`config.mk`:
```
export PLATFORM = sky130hd
export DESIGN_NAME = lpoc_packet_options
export DESIGN_NICKNAME = d
export VERILOG_FILES = /design/src/lpoc_pkg.sv /design/src/lpoc_packet_options.sv
export VERILOG_INCLUDE_DIRS = /design/src
export SDC_FILE = /design/constraint.sdc
export NUM_CORES = 1
export LEC_CHECK = 0
export BUFFER_PORTS_ARGS = -buffer_cell sky130_fd_sc_hd__buf_2
export CAP_MARGIN = 10
export CORE_MARGIN = 3
export CORE_UTILIZATION = 40
export DETAILED_ROUTE_END_ITERATION = 12
export PLACE_DENSITY = 0.79
export SYNTH_ARGS = -nofsm -noshare
export SYNTH_HDL_FRONTEND = slang
export SYNTH_SLANG_ARGS = --single-unit
```
`constraint.sdc`:
```
create_clock -name clk -period 1.75 [get_ports clk]
set_input_delay 0.0875 -clock clk [delete_from_list [all_inputs] [get_ports clk]]
set_output_delay 0.0875 -clock clk [all_outputs]
set_load 0.005 [all_outputs]
```
`src/lpoc_defs.svh`:
```
`ifndef LPOC_DEFS_SVH
`define LPOC_DEFS_SVH
// Memory window layout, byte offsets inside the 4096-byte window
`define LPOC_WIN_AW 12
`define LPOC_DEBUG_HALF_BIT 11
`define LPOC_GROUP_BYTES 128
`define LPOC_VENDOR_BASE 12'h800
`define LPOC_DIRECT_BASE 12'h880
`define LPOC_PKTCTL_SET_OFS 12'h800
`define LPOC_PKTCTL_CLR_OFS 12'h804
// Packet handling option fields
`define LPOC_EXT_TICK_BIT 23
`define LPOC_PHY_VERIFY_BIT 9
`define LPOC_RESET_MARKER_BIT 8
`define LPOC_CONCAT_BIT 7
`define LPOC_REMOTE_BIT 4
`define LPOC_PING_BIT 2
`define LPOC_LINKON_GATE_BIT 1
`define LPOC_PHY_APPLY_BIT 0
`define LPOC_PKTCTL_RESET 32'h0000_0114
`define LPOC_PKTCTL_MASK 32'h0080_0397
// Cycle timer
`define LPOC_CLK_PERIOD_NS 25
`define LPOC_TICK_PERIOD_NS 125000
`define LPOC_TICK_CYCLES (`LPOC_TICK_PERIOD_NS / `LPOC_CLK_PERIOD_NS)
`define LPOC_CYCLES_PER_SEC 13'h1F40
// PHY configuration packet fields
`define LPOC_PHY_ID_HI 31
`define LPOC_PHY_ID_LO 30
`define LPOC_PHY_R_BIT 23
`define LPOC_PHY_T_BIT 22
`define LPOC_PHY_GAP_HI 21
`define LPOC_PHY_GAP_LO 16
`endif

```
`src/lpoc_pkg.sv`:
```
`default_nettype none
package lpoc_pkg;
  typedef struct packed {
    logic [11:0] addr;
    logic wr;
    logic rd;
    logic [31:0] wdata;
    logic [3:0] byteEn;
  } lpoc_memreq_t;
  typedef struct packed {
    logic [7:0] generation;
    logic [15:0] timeStamp;
  } lpoc_selfid_hdr_t;
endpackage
`default_nettype wire
```
`src/lpoc_packet_options.sv`:
```
// How it works
// - Two 128-byte debug groups sit in the upper 2048 bytes of window.
// - Only the first debug group answers, and only while the EEPROM debug-mode bit is set.
// - Bit 23 picks external 8 kHz or internal tick when source active.
// - Bit 9 set: PHY packet inverse quadlet must equal complement of data.
// - Bit 8 set (reset value 1): bus reset makes a marker packet.
// - Bit 7 set: transmit concatenates packets; resets to zero.
// - Bit 4 set (reset 1): auto reply to remote access and command.
// - Bit 2 set (reset 1): ping received makes self-ID transmit.
// - Bit 1 set: traffic waits for link-on; clear: host link-on suffices.
// - Option bits read back, set by writing one, cleared by software.
// - Self-ID header carries 8-bit generation counting bus resets.
// - Self-ID timestamp is low 3 seconds bits with cycle index.
// - Bit 0 set: PHY config packets update root hold, and gap count when T bit set.
`include "lpoc_defs.svh"
`default_nettype none
module lpoc_packet_options #(
  parameter int TICK_CYCLES = `LPOC_TICK_CYCLES
) (
  input wire logic clk,
  input wire logic rst_n,
  input wire lpoc_pkg::lpoc_memreq_t memReq,
  output logic [31:0] memRdData,
  output logic memRdValid,
  input wire logic debugModeEnable,
  input wire logic cycleTickSource,
  input wire logic external8kInput,
  output logic [19:0] cycleTimeCounter,
  input wire logic phyPktValid,
  input wire logic [31:0] phyPktData,
  input wire logic [31:0] phyPktInverse,
  output logic phyPktAccept,
  output logic phyPktError,
  output logic [5:0] phyGapCount,
  output logic rootHold,
  input wire logic busResetDetected,
  output logic busResetPktStrobe,
  output logic concatEnable,
  input wire logic remoteAccessRx,
  input wire logic remoteCommandRx,
  output logic remoteReplyTx,
  output logic remoteConfirmTx,
  input wire logic pingRx,
  output logic selfIdTx,
  input wire logic hostLinkOn,
  input wire logic linkOnPktRx,
  output logic linkTrafficEnable,
  input wire logic selfIdDone,
  output lpoc_pkg::lpoc_selfid_hdr_t selfIdHeader
);
  import lpoc_pkg::*;

  // The tick counter is 13 bits wide
  if (TICK_CYCLES < 2 || TICK_CYCLES > 8192)
  begin : gTickCheck
    $error("TICK_CYCLES must lie between 2 and 8192");
  end

  function automatic logic isOfs(input logic [11:0] a, input logic [11:0] o);
    isOfs = (a[11:2] == o[11:2]);
  endfunction

  logic [31:0] pktCtl_q, pktCtl_d;
  logic [12:0] cycIdx_q, cycIdx_d;
  logic [6:0] secIdx_q, secIdx_d;
  logic [12:0] tickCnt_q, tickCnt_d;
  logic extPrev_q, linkOnSeen_q;
  logic [7:0] gen_q;

  // Debug half, then one of the two 128-byte groups
  wire inDebugHalf = memReq.addr[`LPOC_DEBUG_HALF_BIT];
  wire inVendor = inDebugHalf &&
    (memReq.addr < `LPOC_VENDOR_BASE + 12'(`LPOC_GROUP_BYTES));
  wire accessOk = debugModeEnable && inVendor;
  wire setHit = accessOk && memReq.wr &&
    isOfs(memReq.addr, `LPOC_PKTCTL_SET_OFS);
  wire clrHit = accessOk && memReq.wr &&
    isOfs(memReq.addr, `LPOC_PKTCTL_CLR_OFS);
  wire readHit = accessOk && memReq.rd &&
    (isOfs(memReq.addr, `LPOC_PKTCTL_SET_OFS) ||
     isOfs(memReq.addr, `LPOC_PKTCTL_CLR_OFS));
  wire [31:0] laneMask = {{8{memReq.byteEn[3]}}, {8{memReq.byteEn[2]}},
    {8{memReq.byteEn[1]}}, {8{memReq.byteEn[0]}}};
  wire [31:0] wrBits = memReq.wdata & laneMask & `LPOC_PKTCTL_MASK;

  always_comb
  begin
    pktCtl_d = pktCtl_q;
    if (setHit)
      pktCtl_d = pktCtl_d | wrBits;
    if (clrHit)
      pktCtl_d = pktCtl_d & ~wrBits;
  end

  // Cycle timer tick selection
  wire extEdge = external8kInput && !extPrev_q;
  wire intTick = (tickCnt_q == 13'(TICK_CYCLES - 1));
  wire useExt = cycleTickSource && pktCtl_q[`LPOC_EXT_TICK_BIT];
  wire cycTick = useExt ? extEdge : intTick;
  wire lastCyc = (cycIdx_q == `LPOC_CYCLES_PER_SEC - 13'h1);

  always_comb
  begin
    tickCnt_d = intTick ? 13'h0 : tickCnt_q + 13'h1;
    cycIdx_d = cycIdx_q;
    secIdx_d = secIdx_q;
    if (cycTick)
    begin
      cycIdx_d = lastCyc ? 13'h0 : cycIdx_q + 13'h1;
      if (lastCyc)
        secIdx_d = secIdx_q + 7'h1;
    end
  end

  // PHY packet checks
  wire invGood = (phyPktInverse == ~phyPktData);
  wire phyBad = pktCtl_q[`LPOC_PHY_VERIFY_BIT] && !invGood;
  wire isCfg = (phyPktData[`LPOC_PHY_ID_HI:`LPOC_PHY_ID_LO] == 2'h0);
  wire applyCfg = phyPktValid && !phyBad && isCfg &&
    pktCtl_q[`LPOC_PHY_APPLY_BIT];
  wire gateOpen = hostLinkOn &&
    (!pktCtl_q[`LPOC_LINKON_GATE_BIT] || linkOnSeen_q);

  always_ff @(posedge clk or negedge rst_n)
  begin
    if (!rst_n)
    begin
      pktCtl_q <= `LPOC_PKTCTL_RESET;
      tickCnt_q <= 13'h0;
      cycIdx_q <= 13'h0;
      secIdx_q <= 7'h0;
      extPrev_q <= 1'b0;
    end
    else
    begin
      pktCtl_q <= pktCtl_d;
      tickCnt_q <= tickCnt_d;
      cycIdx_q <= cycIdx_d;
      secIdx_q <= secIdx_d;
      extPrev_q <= external8kInput;
    end
  end

  always_ff @(posedge clk or negedge rst_n)
  begin
    if (!rst_n)
    begin
      memRdData <= 32'h0;
      memRdValid <= 1'b0;
      cycleTimeCounter <= 20'h0;
      concatEnable <= 1'b0;
    end
    else
    begin
      memRdValid <= memReq.rd;
      memRdData <= readHit ? pktCtl_q : 32'h0;
      cycleTimeCounter <= {secIdx_q, cycIdx_q};
      concatEnable <= pktCtl_q[`LPOC_CONCAT_BIT];
    end
  end

  always_ff @(posedge clk or negedge rst_n)
  begin
    if (!rst_n)
    begin
      phyPktAccept <= 1'b0;
      phyPktError <= 1'b0;
      phyGapCount <= 6'h3F;
      rootHold <= 1'b0;
    end
    else
    begin
      phyPktAccept <= phyPktValid && !phyBad;
      phyPktError <= phyPktValid && phyBad;
      if (applyCfg && phyPktData[`LPOC_PHY_T_BIT])
        phyGapCount <= phyPktData[`LPOC_PHY_GAP_HI:`LPOC_PHY_GAP_LO];
      if (applyCfg)
        rootHold <= phyPktData[`LPOC_PHY_R_BIT];
    end
  end

  always_ff @(posedge clk or negedge rst_n)
  begin
    if (!rst_n)
    begin
      gen_q <= 8'h0;
      busResetPktStrobe <= 1'b0;
      remoteReplyTx <= 1'b0;
      remoteConfirmTx <= 1'b0;
      selfIdTx <= 1'b0;
      linkOnSeen_q <= 1'b0;
      linkTrafficEnable <= 1'b0;
      selfIdHeader <= '0;
    end
    else
    begin
      if (busResetDetected)
        gen_q <= gen_q + 8'h1;
      busResetPktStrobe <= busResetDetected &&
        pktCtl_q[`LPOC_RESET_MARKER_BIT];
      remoteReplyTx <= remoteAccessRx && pktCtl_q[`LPOC_REMOTE_BIT];
      remoteConfirmTx <= remoteCommandRx && pktCtl_q[`LPOC_REMOTE_BIT];
      selfIdTx <= pingRx && pktCtl_q[`LPOC_PING_BIT];
      // A link-on arriving with a bus reset is kept
      if (linkOnPktRx)
        linkOnSeen_q <= 1'b1;
      else if (busResetDetected)
        linkOnSeen_q <= 1'b0;
      linkTrafficEnable <= gateOpen;
      if (selfIdDone)
      begin
        selfIdHeader.generation <= gen_q;
        selfIdHeader.timeStamp <= {secIdx_q[2:0], cycIdx_q};
      end
    end
  end
endmodule
`default_nettype wire

```
==> metrics <==
status finished, violations left; failing checks setup timing; Most used DFF post-synth dfrtp_1; Area after DPL 6371 um2; period utilization 1.054; Post-synth top cells dfrtp_1, xnor2_1, nand2_1; maximum vdd drop 808.9 uV; num rows 41; Initial Utilization 0.4107; critical path required time 2.00 ns; layout cells sized above 1 0.4318; Adder-Cell Fraction of Synth Area 0.009618; leakage 3.864 nW; CTS buffer count 17; Worst-path clk slew 0.06 ns; RSZ-0062 raised after global routing yes; GRT Util Overall 0.1795; fmax 542.0 MHz; Hold Vio Cnt, Final 0; post-layout instance area 7525 um2; Post-Synth XOR/XNOR Area 0.09594; CTS tree built; Post-Synthesis Cells 440; DR iter-0 viols 250; setup ws final -0.09503 ns; top cells by area, synth dfrtp_1, xnor2_1, mux2_2; drt wl/cell 14.84 um; TNS Setup -0.09503 ns; compound-gate portion of the synthesized area 0.05218; total power 6.822 mW; Synth Area in Simple Gates 0.1390; Synth cell types 50; Post-DP HPWL 9007 um; Max-cap violations 0; clk sink count 119; Routed Antenna Nets 0; Post-Syn Area per Cell 11.83 um2; register area share after synthesis 0.5744; Ports 219; Post-Syn Area 5204 um2; most common cell in the synthesized netlist dfrtp_1; cell accounting for the most synthesized area dfrtp_1; Critical Setup Path Class flip-flop to flip-flop; first-pass GRT wire length 20690 um; Worst Setup End Kind flip-flop; width of the die 120.1 um; H-tree depth 4; critical path peak fanout 3; worst min-delay path category primary input to flip-flop; Avg Vias per Cell 4.834; GPL Wtd Cong 0.8525; core area 12670 um2; pre-CTS setup slack -0.1036 ns; # DRC 0; area share of the largest cell type after synthesis 0.5290; largest family of logic cells by synthesized area simple AND/OR/NAND/NOR gates; Yosys warnings 0; minimum clock period 1.845 ns; Worst EP arrival 2.10 ns; Vert. Die Dim 120.1 um; Max Root-Sink Buffers 2; PwrDens 906.5 nW/um2; largest net degree at the start of global routing 45; vias after detailed routing 4235; Slew headroom 0.6240; worst slew pin tran 0.5641 ns; initial antenna violation count 1; global route total overflow 0; final setup fails 1; layout net count 822; Area Overhead vs Synth 44.60%; CP Launch Type flip-flop; Antenna diodes 0; DIE AREA 14410 um2; register bit total from synthesis 119; root buffer cell clkbuf_16; fillcell total 996; routed wire length 13000 um; Buffers on Ports 167; Pre-antenna DRT Iters 4; EDFF count, synth 0; FFs w/ async S/R, synth 1.000; Fin Clk Skew 0.008359 ns; Max Transition Viols Final 0; mux share of post-synthesis cell area 0.07165; Clock Latency Late Sink 0.40 ns; vias in the first global route 4494
## where the power goes
part	switching [mW]	internal (mW)	leakage, nW
sequential	0.136	2.93	1.54
clock	1.19	1.88	0.259
combinational	0.302	0.388	2.07
## routing by layer
metal / track usage / wire [um] / part of all wire / vias up
li1: - / - / - / 1978
met1: 0.1889 / 4809 / 0.37 / 2044
met2: 0.3372 / 7040 / 0.54 / 171
met3: 0.04477 / 682 / 0.052 / 40
met4: 0.07588 / 444 / 0.034 / 2
met5: 0 / 20 / 0.0015 / -
## worst paths after layout
check	startpoint	endpoint	slack [ns]	cells after the start
worst max-delay path	cycIdx_q[0]	cycIdx_q[8]	-0.1	5
worst max register to register	cycIdx_q[0]	cycIdx_q[8]	-0.1	5
min in group asynchronous	rst_n	cycleTimeCounter[19]	0.20	2
max in group asynchronous	rst_n	selfIdHeader[5]	0.88	3
worst min-delay path	busResetDetected	gen_q[0]	0.01	2
worst min register to register	secIdx_q[6]	cycleTimeCounter[19]	0.40	0
## layout by cell type, fill, tap and decap left out, types with 13 or more instances in the layout
| cell type | instances |
|---|---|
| conb_1 | 24 |
| nand4_1 | 13 |
| dfrtp_1 | 110 |
| buf_2 | 167 |
| nand2_1 | 32 |
| dlygate4sd3_1 | 32 |
| xor2_1 | 17 |
| nor2_1 | 16 |
| xnor2_1 | 40 |
| mux2_2 | 25 |
| buf_4 | 37 |
| and2_1 | 14 |
| clkbuf_16 | 17 |
| inv_1 | 19 |
## cell type report
cell class | count | area, um2 | share of cell area
clock buffer | 21 | 460.4 | 0.06119
clock inverter | 11 | 77.57 | 0.01031
inverter | 19 | 71.32 | 0.009478
multi-input combinational | 293 | 2212 | 0.2940
sequential | 119 | 2989 | 0.3972
tap | 172 | 215.2 | 0.02860
timing repair buffer | 241 | 1499 | 0.1992
## metrics by stage
| step | utilization | std cells | hold WS [ns] |
|---|---|---|---|
| 2_1_floorplan | - | 463 | -0.2081 |
| 5_1_grt | 0.5939 | 876 | 0.01712 |
| 4_1_cts | 0.5772 | 868 | 0.008908 |
| 6_report | 0.5939 | 876 | 0.01209 |
| 3_3_place_gp | 0.5028 | 799 | 0.09649 |
| 3_5_place_dp | 0.5028 | 799 | 0.1102 |
## flip-flops by register name (all words and copies together), names as in the netlist, 6 cells and up
| name | cells |
|---|---|
| selfIdHeader | 24 |
| cycleTimeCounter | 20 |
| cycIdx_q | 13 |
| tickCnt_q | 13 |
| gen_q | 8 |
| memRdData | 8 |
| pktCtl_q | 8 |
| secIdx_q | 7 |
| phyGapCount | 6 |
## critical path: stages, from the launching register on
cell,delay (ns)
dfrtp_1,0.39
ha_4,0.15
nand4_1,0.18
buf_4,0.21
or2_2,0.31
o41ai_1,0.45
## cell families after synthesis
group                      Yosys count
AOI/OAI and AO/OA                   40
DFF                                119
and+or+nand+nor                    133
adders and majority gates            4
muxes                               34
xor gates and xnor gates            57
buffers and inverters               52
other                                1
## repair_timing
action                     CTS  global route
pin swaps                    4            20
setup endpoints to repair   12            30
setup buffers                5             7
hold endpoints to repair    52             0
gates cloned                 0             2
hold buffers                32             0
resized for setup           12            32
Power figures use the tool's default switching activity.
